==> src/bmc_pkg.sv <==
/*
 bmc_pkg: constants for the bus management resource block.
 assumes: a single 125 MHz system clock, host registers at byte offsets.
*/
package bmc_pkg;
   // host register byte offsets
   localparam logic [7:0] BMC_OFF_SWAP_DATA = 8'h0C;
   localparam logic [7:0] BMC_OFF_SWAP_EXPECTED = 8'h10;
   localparam logic [7:0] BMC_OFF_SWAP_CONTROL = 8'h14;
   localparam logic [7:0] BMC_OFF_ROM_HEADER = 8'h18;
   localparam logic [7:0] BMC_OFF_BUS_IDENT = 8'h1C;
   // field positions in the control register
   localparam int BMC_DONE_BIT = 31;
   localparam int BMC_SEL_LSB = 0;
   localparam int BMC_SEL_W = 2;
   // reset values and the bus identification constant
   localparam logic [31:0] BMC_RST_BUS_MGR_ID = 32'h0000_003F;
   localparam logic [31:0] BMC_RST_BANDWIDTH = 32'h0000_1333;
   localparam logic [31:0] BMC_RST_CHANNELS = 32'hFFFF_FFFF;
   localparam logic [31:0] BMC_RST_ROM_HEADER = 32'h0000_0000;
   localparam logic [31:0] BMC_BUS_IDENT_VALUE = 32'h3133_3934;
   // 1394 CSR addresses, low 32 bits (high 16 bits are FFFFh)
   localparam logic [15:0] BMC_CSR_ADDR_HI = 16'hFFFF;
   localparam logic [31:0] BMC_CSR_RES_BASE = 32'hF000_021C;
   localparam logic [31:0] BMC_CSR_RES_LAST = 32'hF000_0228;
   localparam logic [31:0] BMC_CSR_BUS_INFO = 32'hF000_0404;
   localparam logic [31:0] BMC_CSR_ROM_BASE = 32'hF000_0400;
   localparam logic [31:0] BMC_CSR_ROM_LAST = 32'hF000_07FC;
   // bus transaction codes
   localparam logic [3:0] BMC_TC_QREAD = 4'h4;
   localparam logic [3:0] BMC_TC_LOCK = 4'h9;
   // acknowledge codes
   localparam logic [3:0] BMC_ACK_COMPLETE = 4'h1;
   localparam logic [3:0] BMC_ACK_PENDING = 4'h2;
   localparam logic [3:0] BMC_ACK_TYPE_ERROR = 4'hE;
   localparam logic [3:0] BMC_ACK_ADDR_ERROR = 4'hF;
   typedef enum logic [1:0] {
      BMC_SEL_BUS_MGR,
      BMC_SEL_BANDWIDTH,
      BMC_SEL_CHAN_HI,
      BMC_SEL_CHAN_LO
   } bmc_sel_t;
endpackage : bmc_pkg

==> src/bmc_cas_unit.sv <==
/*
 bmc_cas_unit: the four management resources and one compare-and-swap port.
 assumes: the caller arbitrates, so at most one request per cycle arrives.
*/
`timescale 1ns/1ps
module bmc_cas_unit
   import bmc_pkg::*;
(
   input wire logic clk_in,
   input wire logic rst_n_in,
   input wire logic bus_reset_in,
   input wire logic req_in,
   input wire bmc_pkg::bmc_sel_t sel_in,
   input wire logic [31:0] expected_in,
   input wire logic [31:0] new_in,
   input wire bmc_pkg::bmc_sel_t rd_sel_in,
   output logic [31:0] prior_out,
   output logic [31:0] rd_data_out
);
   import bmc_pkg::*;

   logic [31:0] res_q [4];
   logic [31:0] res_d [4];

   function automatic logic [31:0] reset_value(input int idx);
      reset_value = (idx == 0) ? BMC_RST_BUS_MGR_ID :
                    (idx == 1) ? BMC_RST_BANDWIDTH : BMC_RST_CHANNELS;
   endfunction : reset_value

   // prior value read combinationally in the swap cycle itself
   assign prior_out = res_q[sel_in];
   assign rd_data_out = res_q[rd_sel_in];

   ////////////////////////////////////////////////////////////////////
   genvar gi;
   generate
      for (gi = 0; gi < 4; gi++) begin : g_res
         // only a matching compare or a bus reset writes; no other write path exists
         always_comb begin
            res_d[gi] = res_q[gi];
            if (bus_reset_in) begin
               res_d[gi] = reset_value(gi);
            end else if (req_in && (sel_in == bmc_sel_t'(gi))
                         && (res_q[gi] == expected_in)) begin
               res_d[gi] = new_in;
            end
         end
         // resources live here so each swap is one atomic cycle
         always_ff @(posedge clk_in or negedge rst_n_in) begin
            if (!rst_n_in) begin
               res_q[gi] <= reset_value(gi);
            end else begin
               res_q[gi] <= res_d[gi];
            end
         end
      end
   endgenerate
endmodule : bmc_cas_unit

==> src/bmc_top.sv <==
/*
 bmc_top: host registers, bus-side request service and config ROM replies
 for the serial bus management resources.
 assumes: the host register port is a simple one-cycle strobe interface,
 the link engine presents one bus request at a time with a ready handshake.
*/
// Functional notes
// - bus accepts only quadlet read and lock
// - bus locks executed fully in hardware
// - unacknowledged lock reply raises failure event
// - control write starts swap on selector
// - done sets, data gets prior value
// - done reads one at reset, write clears
// - resources change only by swap
// - selector codes pick the four resources
// - resources reset on hardware or bus reset
// - resources respond at fixed CSR addresses
// - ROM header, bus info, ROM served automatically
// - ROM header register answers ROM address
// - ROM header fields, zero at reset
// - bus identification constant, first info quadlet
// - resources kept inside for atomic access
`timescale 1ns/1ps
module bmc_top
#(
   parameter int ROM_WORDS = 256
)
(
   input wire logic CLK_SYS_IN,
   input wire logic RST_N_IN,
   input wire logic BUS_RESET_IN,
   // host register port
   input wire logic HOST_WR_IN,
   input wire logic HOST_RD_IN,
   input wire logic [7:0] HOST_ADDR_IN,
   input wire logic [31:0] HOST_WDATA_IN,
   output logic [31:0] HOST_RDATA_OUT,
   output logic HOST_ADDR_ERR_OUT,
   // bus request from the link engine
   input wire logic REQ_VALID_IN,
   output logic REQ_READY_OUT,
   input wire logic [3:0] REQ_TCODE_IN,
   input wire logic [47:0] REQ_ADDR_IN,
   input wire logic [31:0] REQ_ARG_IN,
   input wire logic [31:0] REQ_DATA_IN,
   output logic ACK_VALID_OUT,
   output logic [3:0] ACK_CODE_OUT,
   output logic RESP_VALID_OUT,
   output logic [31:0] RESP_DATA_OUT,
   // ROM fetch for the rest of the first kilobyte
   output logic ROM_RD_OUT,
   output logic [7:0] ROM_INDEX_OUT,
   input wire logic [31:0] ROM_DATA_IN,
   // final ack of a lock reply, seen from the link engine
   input wire logic LOCK_ACK_VALID_IN,
   input wire logic [3:0] LOCK_ACK_CODE_IN,
   output logic LOCK_REPLY_FAILURE_EVENT_OUT,
   output logic SWAP_DONE_FLAG_OUT
);
   import bmc_pkg::*;

   if (ROM_WORDS < 2 || ROM_WORDS > 256) begin : g_rom_words_check
      $error("ROM_WORDS must be within 2..256");
   end
   // classification of a bus CSR address, used by read and lock paths
   typedef enum logic [2:0] {
      BMC_AC_RES, BMC_AC_HDR, BMC_AC_INFO, BMC_AC_ROM, BMC_AC_NONE
   } bmc_aclass_t;

   function automatic bmc_aclass_t addr_class(input logic [47:0] a);
      addr_class = BMC_AC_NONE;
      if (a[47:32] == BMC_CSR_ADDR_HI && a[1:0] == 2'b00) begin
         if (a[31:0] >= BMC_CSR_RES_BASE && a[31:0] <= BMC_CSR_RES_LAST) begin
            addr_class = BMC_AC_RES;
         end else if (a[31:0] == BMC_CSR_ROM_BASE) begin
            addr_class = BMC_AC_HDR;
         end else if (a[31:0] == BMC_CSR_BUS_INFO) begin
            addr_class = BMC_AC_INFO;
         end else if (a[31:10] == BMC_CSR_ROM_BASE[31:10] && a[9:2] < ROM_WORDS) begin
            addr_class = BMC_AC_ROM;
         end
      end
   endfunction : addr_class
   function automatic bmc_sel_t res_sel(input logic [47:0] a);
      logic [31:0] off;
      off = a[31:0] - BMC_CSR_RES_BASE;
      res_sel = bmc_sel_t'(off[3:2]);
   endfunction : res_sel
   ////////////////////////////////////////////////////////////////////
   // synchronise the asynchronous bus-reset input
   logic bus_rst_meta_q;
   logic bus_rst_q;
   always_ff @(posedge CLK_SYS_IN or negedge RST_N_IN) begin
      if (!RST_N_IN) begin
         bus_rst_meta_q <= 1'b0;
         bus_rst_q <= 1'b0;
      end else begin
         bus_rst_meta_q <= BUS_RESET_IN;
         bus_rst_q <= bus_rst_meta_q;
      end
   end
   ////////////////////////////////////////////////////////////////////
   // host registers and host swap sequencing
   logic [31:0] swap_data_value_q, swap_data_value_d;
   logic [31:0] swap_expected_value_q, swap_expected_value_d;
   bmc_sel_t resource_selector_q, resource_selector_d;
   logic swap_done_flag_q, swap_done_flag_d;
   logic host_pend_q, host_pend_d;
   logic [31:0] rom_header_quadlet_q, rom_header_quadlet_d;
   logic [31:0] host_rdata_q, host_rdata_d;
   logic host_err_q, host_err_d;

   // bus side request path
   typedef enum logic [1:0] {BMC_ST_IDLE, BMC_ST_ROM, BMC_ST_WAIT} bmc_state_t;
   bmc_state_t st_q, st_d;
   logic ack_v_q, ack_v_d;
   logic [3:0] ack_c_q, ack_c_d;
   logic resp_v_q, resp_v_d;
   logic [31:0] resp_d_q, resp_d_d;
   logic rom_rd_q, rom_rd_d;
   logic [7:0] rom_idx_q, rom_idx_d;
   logic fail_q, fail_d;

   // shared swap port
   logic cas_req;
   bmc_sel_t cas_sel;
   logic [31:0] cas_exp;
   logic [31:0] cas_new;
   logic [31:0] cas_prior;
   logic [31:0] res_rd;
   logic bus_lock;
   logic host_go;
   bmc_aclass_t req_cls;
   assign req_cls = addr_class(REQ_ADDR_IN);
   assign bus_lock = REQ_VALID_IN && REQ_READY_OUT && REQ_TCODE_IN == BMC_TC_LOCK
                     && req_cls == BMC_AC_RES;
   // bus lock wins; the host swap simply waits a cycle
   assign host_go = host_pend_q && !bus_lock;
   // one port into the resources serialises both requesters
   always_comb begin
      cas_req = bus_lock || host_go;
      cas_sel = bus_lock ? res_sel(REQ_ADDR_IN) : resource_selector_q;
      cas_exp = bus_lock ? REQ_ARG_IN : swap_expected_value_q;
      cas_new = bus_lock ? REQ_DATA_IN : swap_data_value_q;
   end

   bmc_cas_unit u_cas (
      .clk_in(CLK_SYS_IN),
      .rst_n_in(RST_N_IN),
      .bus_reset_in(bus_rst_q),
      .req_in(cas_req),
      .sel_in(cas_sel),
      .expected_in(cas_exp),
      .new_in(cas_new),
      .rd_sel_in(res_sel(REQ_ADDR_IN)),
      .prior_out(cas_prior),
      .rd_data_out(res_rd)
   );
   ////////////////////////////////////////////////////////////////////
   // host register writes, reads and completion of the host swap
   always_comb begin
      swap_data_value_d = swap_data_value_q;
      swap_expected_value_d = swap_expected_value_q;
      resource_selector_d = resource_selector_q;
      swap_done_flag_d = swap_done_flag_q;
      host_pend_d = host_pend_q;
      rom_header_quadlet_d = rom_header_quadlet_q;
      host_rdata_d = host_rdata_q;
      host_err_d = 1'b0;
      if (host_go) begin
         swap_data_value_d = cas_prior;
         swap_done_flag_d = 1'b1;
         host_pend_d = 1'b0;
      end
      if (HOST_WR_IN) begin
         unique case (HOST_ADDR_IN)
            BMC_OFF_SWAP_DATA: swap_data_value_d = HOST_WDATA_IN;
            BMC_OFF_SWAP_EXPECTED: swap_expected_value_d = HOST_WDATA_IN;
            BMC_OFF_SWAP_CONTROL: begin
               // a fresh start replaces a pending one held back by a bus lock; any other pending one still runs this cycle
               resource_selector_d =
                  bmc_sel_t'(HOST_WDATA_IN[BMC_SEL_LSB +: BMC_SEL_W]);
               swap_done_flag_d = 1'b0;
               host_pend_d = 1'b1;
            end
            BMC_OFF_ROM_HEADER: rom_header_quadlet_d = HOST_WDATA_IN;
            BMC_OFF_BUS_IDENT: ;
            default: host_err_d = 1'b1;
         endcase
      end
      if (HOST_RD_IN) begin
         unique case (HOST_ADDR_IN)
            BMC_OFF_SWAP_DATA: host_rdata_d = swap_data_value_q;
            BMC_OFF_SWAP_EXPECTED: host_rdata_d = swap_expected_value_q;
            BMC_OFF_SWAP_CONTROL: begin
               host_rdata_d = 32'h0000_0000;
               host_rdata_d[BMC_DONE_BIT] = swap_done_flag_q;
               host_rdata_d[BMC_SEL_LSB +: BMC_SEL_W] = resource_selector_q;
            end
            BMC_OFF_ROM_HEADER: host_rdata_d = rom_header_quadlet_q;
            BMC_OFF_BUS_IDENT: host_rdata_d = BMC_BUS_IDENT_VALUE;
            default: begin
               host_rdata_d = 32'h0000_0000;
               host_err_d = 1'b1;
            end
         endcase
      end
   end
   // data registers have no documented reset; zero keeps them defined
   always_ff @(posedge CLK_SYS_IN or negedge RST_N_IN) begin
      if (!RST_N_IN) begin
         swap_data_value_q <= 32'h0000_0000;
         swap_expected_value_q <= 32'h0000_0000;
         resource_selector_q <= BMC_SEL_BUS_MGR;
         swap_done_flag_q <= 1'b1;
         host_pend_q <= 1'b0;
         rom_header_quadlet_q <= BMC_RST_ROM_HEADER;
         host_rdata_q <= 32'h0000_0000;
         host_err_q <= 1'b0;
      end else begin
         swap_data_value_q <= swap_data_value_d;
         swap_expected_value_q <= swap_expected_value_d;
         resource_selector_q <= resource_selector_d;
         swap_done_flag_q <= swap_done_flag_d;
         host_pend_q <= host_pend_d;
         rom_header_quadlet_q <= rom_header_quadlet_d;
         host_rdata_q <= host_rdata_d;
         host_err_q <= host_err_d;
      end
   end

   ////////////////////////////////////////////////////////////////////
   // bus request service: ack next cycle, reply with it or after ROM fetch
   always_comb begin
      st_d = st_q;
      ack_v_d = 1'b0;
      ack_c_d = ack_c_q;
      resp_v_d = 1'b0;
      resp_d_d = resp_d_q;
      rom_rd_d = 1'b0;
      rom_idx_d = rom_idx_q;
      fail_d = 1'b0;
      unique case (st_q)
         BMC_ST_IDLE: begin
            if (REQ_VALID_IN) begin
               ack_v_d = 1'b1;
               if (req_cls == BMC_AC_NONE) begin
                  ack_c_d = BMC_ACK_ADDR_ERROR;
               end else if (REQ_TCODE_IN == BMC_TC_LOCK && req_cls == BMC_AC_RES) begin
                  ack_c_d = BMC_ACK_PENDING;
                  resp_v_d = 1'b1;
                  resp_d_d = cas_prior;
                  st_d = BMC_ST_WAIT;
               end else if (REQ_TCODE_IN != BMC_TC_QREAD) begin
                  ack_c_d = BMC_ACK_TYPE_ERROR;
               end else begin
                  ack_c_d = BMC_ACK_PENDING;
                  unique case (req_cls)
                     BMC_AC_RES: begin
                        resp_v_d = 1'b1;
                        resp_d_d = res_rd;
                     end
                     BMC_AC_HDR: begin
                        resp_v_d = 1'b1;
                        resp_d_d = rom_header_quadlet_q;
                     end
                     BMC_AC_INFO: begin
                        resp_v_d = 1'b1;
                        resp_d_d = BMC_BUS_IDENT_VALUE;
                     end
                     default: begin
                        // rest of the first kilobyte comes from the ROM store
                        rom_rd_d = 1'b1;
                        rom_idx_d = REQ_ADDR_IN[9:2];
                        st_d = BMC_ST_ROM;
                     end
                  endcase
               end
            end
         end
         BMC_ST_ROM: begin
            resp_v_d = 1'b1;
            resp_d_d = ROM_DATA_IN;
            st_d = BMC_ST_IDLE;
         end
         BMC_ST_WAIT: begin
            // stalls further requests until the reply is acknowledged
            if (LOCK_ACK_VALID_IN) begin
               fail_d = (LOCK_ACK_CODE_IN != BMC_ACK_COMPLETE);
               st_d = BMC_ST_IDLE;
            end
         end
         default: st_d = BMC_ST_IDLE;
      endcase
      if (bus_rst_q) begin
         st_d = BMC_ST_IDLE;
      end
   end

   always_ff @(posedge CLK_SYS_IN or negedge RST_N_IN) begin
      if (!RST_N_IN) begin
         st_q <= BMC_ST_IDLE;
         ack_v_q <= 1'b0;
         ack_c_q <= 4'h0;
         resp_v_q <= 1'b0;
         resp_d_q <= 32'h0000_0000;
         rom_rd_q <= 1'b0;
         rom_idx_q <= 8'h00;
         fail_q <= 1'b0;
      end else begin
         st_q <= st_d;
         ack_v_q <= ack_v_d;
         ack_c_q <= ack_c_d;
         resp_v_q <= resp_v_d;
         resp_d_q <= resp_d_d;
         rom_rd_q <= rom_rd_d;
         rom_idx_q <= rom_idx_d;
         fail_q <= fail_d;
      end
   end
   // ready follows the state alone, no register
   assign REQ_READY_OUT = (st_q == BMC_ST_IDLE);
   // outputs straight from registers
   assign HOST_RDATA_OUT = host_rdata_q;
   assign HOST_ADDR_ERR_OUT = host_err_q;
   assign ACK_VALID_OUT = ack_v_q;
   assign ACK_CODE_OUT = ack_c_q;
   assign RESP_VALID_OUT = resp_v_q;
   assign RESP_DATA_OUT = resp_d_q;
   assign ROM_RD_OUT = rom_rd_q;
   assign ROM_INDEX_OUT = rom_idx_q;
   assign LOCK_REPLY_FAILURE_EVENT_OUT = fail_q;
   assign SWAP_DONE_FLAG_OUT = swap_done_flag_q;
endmodule : bmc_top

==> config.mk <==
export PLATFORM = sky130hd
export DESIGN_NAME = bmc_top
export DESIGN_NICKNAME = d
export VERILOG_FILES = /design/src/bmc_pkg.sv /design/src/bmc_cas_unit.sv /design/src/bmc_top.sv
export SDC_FILE = /design/constraint.sdc
export NUM_CORES = 1
export LEC_CHECK = 0
export BUFFER_PORTS_ARGS = -buffer_cell sky130_fd_sc_hd__buf_2
export CAP_MARGIN = 20
export CORE_UTILIZATION = 50
export CTS_BUF_LIST = sky130_fd_sc_hd__clkbuf_8
export DETAILED_ROUTE_END_ITERATION = 12
export PLACE_DENSITY = 0.8
export SLEW_MARGIN = 10
export SYNTH_ARGS = -nofsm -noshare
export SYNTH_HDL_FRONTEND = slang
export SYNTH_HIERARCHICAL = 1
export SYNTH_SLANG_ARGS = --single-unit
==> constraint.sdc <==
create_clock -name CLK_SYS_IN -period 7.8 [get_ports CLK_SYS_IN]
set_clock_uncertainty 0.15 [all_clocks]
set_input_delay 1.56 -clock CLK_SYS_IN [delete_from_list [all_inputs] [get_ports CLK_SYS_IN]]
set_output_delay 1.56 -clock CLK_SYS_IN [all_outputs]
set_load 0.01 [all_outputs]
[Yosys cells after proc, flatten, opt, wreduce, memory -nomap -nowiden]
Cells that the tools add are included.
Operators by class
  add/sub/neg operators: 1
  $lt $le $gt $ge: 4
  equal/unequal tests: 33
  mux-type cells: 69
  bitwise logic cells: 6
  reductions and logical operators: 35
Operators by type and width (number)
  $mux 32: 21
  $pmux 32 s5: 1
  $bmux 32 s2: 2
  $eq 32x32->1: 4
  $pmux 32 s3: 1
  $eq 32x32->1 const B: 2
  $pmux 32 s2: 1
  $eq 8x5->1 const B: 4
  $ge 32x32->1 const B: 1
  $le 32x32->1 const B: 1
  $mux 1: 25
  $eq 22x22->1 const B: 1
  $eq 16x16->1 const B: 1
  $mux 2: 8
  $logic_and 1x1->1: 15
  $mux 3: 5
  $mux 4: 3
  $reduce_and 5->1: 2
  $reduce_bool 2->1: 5
  $ne 3x3->1 const B: 3
  $eq 8x4->1 const B: 1
  $reduce_and 2->1: 4
  $eq 2x2->1 const B: 3
  $ge 3x3->1 const B: 2
  24 further kinds: 32
Storage, ports and cells
  bits in registers: 313
  input bits: 199
  output and inout port bits: 83

[Longest topological paths before layout]
  depth in word-level cells: 17
  depth in mapped cells: 17
  depth with buffers taken out: 13

[By module]
The synthesis kept the hierarchy.
By module, submodules not included
  bmc_top: instances 1, cells an instance 1091, area an instance 9845.7 sq um, seq. area each 4605.7 sq um
  bmc_cas_unit: instances 1, cells an instance 735, area an instance 8662.1 sq um, seq. area each 3299.4 sq um

[Worst setup path before layout]
Ideal clock, no wire load.
  path kind: input to register
  start point: input port REQ_ADDR_IN[13]
  end point: register resp_d_q[4] (netlist: RESP_DATA_OUT[4])
  arrival: 5.190 ns
  required time: 7.524 ns
  path slack: 2.334 ns
  stages on the path: 13
  path buffers: 4
  path through: or4_1 -> or3_1 -> o32ai_4 -> nand4_2 -> or2_1 -> clkbuf_1 -> buf_2 -> o21ai_1 -> buf_2 -> buf_2 -> mux4_2 -> mux2_1 -> a221o_1
Between the ends
  cells in the longest elaborated chain, start to end: 17
Ends and longest elaborated chain
  from (decl): RTL line bmc_top.sv:43  | input wire logic [47:0] REQ_ADDR_IN,
  parallel branches: the longest is 4 deep, another holds $ge 32x32->1
  $mux 3 (*): RTL line bmc_top.sv:73  | if (a[31:0] >= BMC_CSR_RES_BASE && a[31:0] <= BMC_CSR_RES_LAST) begin
  $mux 3 (*): RTL line bmc_top.sv:72  | if (a[47:32] == BMC_CSR_ADDR_HI && a[1:0] == 2'b00) begin
  $logic_not 3->1 (*): RTL line bmc_top.sv:136  | && req_cls == BMC_AC_RES;
  $logic_and 1x1->1 (*): RTL line bmc_top.sv:136
  $mux 2 (*): RTL line bmc_top.sv:142  | cas_sel = bus_lock ? res_sel(REQ_ADDR_IN) : resource_selector_q;
  named net cas_sel[0]: RTL line bmc_top.sv:126  | bmc_sel_t cas_sel;
  $not 2->3 (implied by the code) (*): RTL line bmc_cas_unit.sv:31  | assign prior_out = res_q[sel_in];
  $bmux 32 s2 (*): RTL line bmc_cas_unit.sv:31
  $mux 32 (implied by the code) (*) (2 in series): RTL line bmc_cas_unit.sv:31
  named net cas_prior[4]: RTL line bmc_top.sv:129  | logic [31:0] cas_prior;
  $mux 32 (*): RTL line bmc_top.sv:249  | end else if (REQ_TCODE_IN == BMC_TC_LOCK && req_cls == BMC_AC_RES) begin
  $mux 32 (*): RTL line bmc_top.sv:247  | if (req_cls == BMC_AC_NONE) begin
  $mux 32 (*): RTL line bmc_top.sv:245  | if (REQ_VALID_IN) begin
  $pmux 32 s2 (*): RTL line bmc_top.sv:243  | unique case (st_q)
  to (signal assigned): RTL line bmc_top.sv:315  | resp_d_q <= resp_d_d;
  to (decl): RTL line bmc_top.sv:119  | logic [31:0] resp_d_q, resp_d_d;
Mark *: on every way through the listed nets, which the timed path passes. The select of a mux whose other input is x is not followed.
A chain may end at the register's enable or synchronous reset.

[Worst setup path after layout]
  start point: input port REQ_ADDR_IN[13]
  end point: register u_cas/res_q[58] (netlist bit)
RTL lines
  parallel branches: the longest is 4 deep, another holds $ge 32x32->1
  $mux 3 (*): RTL line bmc_top.sv:73
  $mux 3 (*): RTL line bmc_top.sv:72
  $logic_not 3->1 (*): RTL line bmc_top.sv:136
  $logic_and 1x1->1 (*): RTL line bmc_top.sv:136
  $mux 32 (*): RTL line bmc_top.sv:143  | cas_exp = bus_lock ? REQ_ARG_IN : swap_expected_value_q;
  named net cas_exp[25]: RTL line bmc_top.sv:127  | logic [31:0] cas_exp;
  $eq 32x32->1 (*): RTL line bmc_cas_unit.sv:44  | && (res_q[gi] == expected_in)) begin
  $logic_and 1x1->1 (*): RTL line bmc_cas_unit.sv:44
  $reduce_bool 2->1 (no source line) (*)
  to (signal, indexed assignment): RTL line bmc_cas_unit.sv:51  | res_q[gi] <= reset_value(gi);
  to (signal, indexed assignment): RTL line bmc_cas_unit.sv:53  | res_q[gi] <= res_d[gi];
  to (decl): RTL line bmc_cas_unit.sv:22  | logic [31:0] res_q [4];
Marked as above.

==> flow_summary.toml <==
[worst_setup_path]
startpoint_type = "input pin"
required_ns = 8.17
crit_arrival_ns = 6.22
critical_path.max_stage_delay_ns = 0.70
critPathCaptureType = "flop"
path_class = "in -> reg"
worst-path-buf-inv = 3
path_max_fanout = 25
crit_family = "simple AND/OR/NAND/NOR gates"
slowest_stage = "and4_2"
worstPathCellList = "buf_2, or4_1, or3_1, o32ai_4, and4_2, buf_4, nand2_1, nand2_1, xor2_1, nor4_1, nand4_1, nor4_4, buf_4, mux2i_1"

[place]
placedCellCount = 2481
place_hpwl_um = 47800
portBuffers = 281
place_congestion = 1.02
dp_slack_ns = 1.40

[yosys]
yosys_warnings = 6
synth_cell_types = 62
ys_seq_area_share_pct = 42.7
syn_nets = 2029
netlist_instances = 1826
synth_xor_area_share_pct = 6.06
synth_top_family_by_area = "multiplexers"
synth.avg_cell_area_um2 = 10.1
yosys.area_share.simple_pct = 18.5
async_flop_share_pct = 100
synth_compound_area_share_pct = 7.68
synth_flop_cell = "dfrtp_1"
ys_seq_elements = 312
synthMuxAreaShare_pct = 20.4
synth_area_mm2 = 0.0185
synth_edf_count = 0
synth_fa_ha_area_share_pct = 0.270

[worst_hold_path]
hp-class = "reg -> reg"

[die]
pin_count = 282
rows = 70
die_width_um = 194
initial_core_util_pct = 50.7
floorplan.die_area_mm2 = 0.0378
fp.dieH_um = 194
core_mm2 = 0.0365

[detailed_routing]
ant_nets = 0
vias = 15975
route.detailed.drc = 0
wire_per_inst_um = 25.4
viasPerCell = 6.19
dr.pass1.iters = 6
wl_um = 65700
drt_iter0_drc = 1996

[sta]
tightest_slew_ns = 1.15
max_freq_ghz = 0.171
rsz0062_at_grt = "no"
final.setup.tns_ns = 0
hold_violations = 0
period_needed_ns = 5.85
drv_slew = 0
setup_viol_count_final = 0
setup_ws_ns = 1.95
slew_headroom_pct = 22.8
timing.final.crit_share_pct = 75.0

[finish]
nNetsFinal = 2270
final.fill_count = 3045
final_cells = 2581
drive_gt1_share_pct = 31.2
layout_common_cells = "280 x buf_2, 272 x nand2_1, 233 x dfrtp_1"
flow.area_growth_from_synthesis_pct = 15.8
layout_commonest_cell = "buf_2"

[pwr]
power_leakage_nw = 9.71
ir_worst_vdd_v = 0.0000893
pwr_density_cell_mw_per_mm2 = 172

[clock_tree]
root_buffer = "clkbuf_8"
post_cts_resized = 0
cts_buffers = 51
clkTransAtPathRegs_ns = 0.07
cts.sinks = 312
clk_latency_ns = 0.62
htreeDepth = 2
postCtsSetupBuffers = 0
clock_path_buffers = 3
cts_tree = "built"
cts_hold_buf = 0

[global_route]
grt_overflow = 0
first_global_vias = 15587
grt_usage_pct = 34.7
antenna_found_initial = 1
grt_pass1_wl_um = 98000
grt_max_degree = 132

[run]
drv_cap = 0

[status]
status = "complete, no violations"
where the power goes:
group          total (W)  internal, W  switching, W
Clock            0.00159     0.000881      0.000709
Combinational   0.000397     0.000156      0.000240
Sequential       0.00170      0.00166     0.0000454
cell usage after synthesis, drive strengths merged (21+ instances only):
cell | n | area [um2]
nand2 | 273 | 1020
dfrtp | 234 | 5860
nor2 | 216 | 811
mux2i | 128 | 1280
mux2 | 90 | 1060
nand2b | 82 | 513
xor2 | 82 | 718
dfstp | 78 | 2050
clkbuf | 72 | 270
mux4 | 64 | 1440
buf | 54 | 334
inv | 52 | 195
a21oi | 51 | 255
xnor2 | 46 | 403
and2 | 34 | 213
a31oi | 33 | 206
a221o | 32 | 320
nor4 | 32 | 260
o22ai | 32 | 200
nor2b | 21 | 131
registers in the layout, summed over array words and instances, names as in the netlist:
name and flops:
u_cas/res_q 128, HOST_RDATA_OUT 32, RESP_DATA_OUT 32, rom_header_quadlet_q 32, swap_data_value_q 32, swap_expected_value_q 32
ROM_INDEX_OUT 8, ACK_CODE_OUT 3, resource_selector_q 2, st_q 2, ACK_VALID_OUT 1, HOST_ADDR_ERR_OUT 1
LOCK_REPLY_FAILURE_EVENT_OUT 1, RESP_VALID_OUT 1, ROM_RD_OUT 1, SWAP_DONE_FLAG_OUT 1, bus_rst_meta_q 1, bus_rst_q 1
host_pend_q 1
metrics by stage:
stage / area, um2 / hold slack (ns) / util [%] / power [W]
2_1_floorplan: 18500 / 0.181 / - / 0.00192
3_3_place_gp: 20300 / 0.186 / 55.5 / 0.00211
3_5_place_dp: 20300 / 0.193 / 55.5 / 0.00211
4_1_cts: 21400 / 0.202 / 58.6 / 0.00369
5_1_grt: 21400 / 0.206 / 58.7 / 0.00381
6_report: 21400 / 0.199 / 58.7 / 0.00369
per-layer routing:
| layer | vias to the layer above | global-route usage, % | wire length [um] |
|---|---|---|---|
| met1 | 7876 | 47.7 | 26200 |
| li1 | 6897 | - | - |
| met4 | 0 | 17.8 | 3500 |
| met5 | - | 0 | 0 |
| met3 | 180 | 8.40 | 7440 |
| met2 | 1022 | 51.2 | 28500 |
final cells by class:
cell class | instances | area (um2) | share of cell area (%)
Sequential cell | 312 | 7910 | 36.9
Timing Repair Buffer | 314 | 1710 | 7.96
Inverter | 52 | 195 | 0.911
Antenna cell | 3 | 7.51 | 0.0350
Tap cell | 468 | 586 | 2.73
Clock inverter | 25 | 178 | 0.829
Multi-Input combinational cell | 1336 | 9870 | 46.1
Clock buffer | 71 | 977 | 4.56
kinds of logic (layout without fill, tap and decap cells):
logic type	Yosys count	count (layout)
other	0	3
adder cells (fa/ha/maj)	4	4
XOR/XNOR	128	128
flip-flops	312	312
AO/OA/AOI/OAI	195	195
AND/OR/NAND/NOR	727	727
multiplexers	282	282
buffers and inverters	178	462
path summary, 6_finish.rpt:
check	endpoint	from	cells after the start	slack, ns
min reg2reg	bus_rst_q$_DFF_PN0_	bus_rst_meta_q$_DFF_PN0_	0	0.20
max	u_cas/res_q[58]$_DFFE_PN1P_	REQ_ADDR_IN[13]	14	1.95
min	bus_rst_q$_DFF_PN0_	bus_rst_meta_q$_DFF_PN0_	0	0.20
max reg2reg	u_cas/res_q[58]$_DFFE_PN1P_	st_q[1]$_DFFE_PN0P_	13	3.08
min in group asynchronous	u_cas/res_q[74]$_DFFE_PN0P_	RST_N_IN	1	0.89
max in group asynchronous	rom_header_quadlet_q[17]$_DFFE_PN0P_	RST_N_IN	2	5.27
No activity file was read; power rests on OpenSTA's default activity.
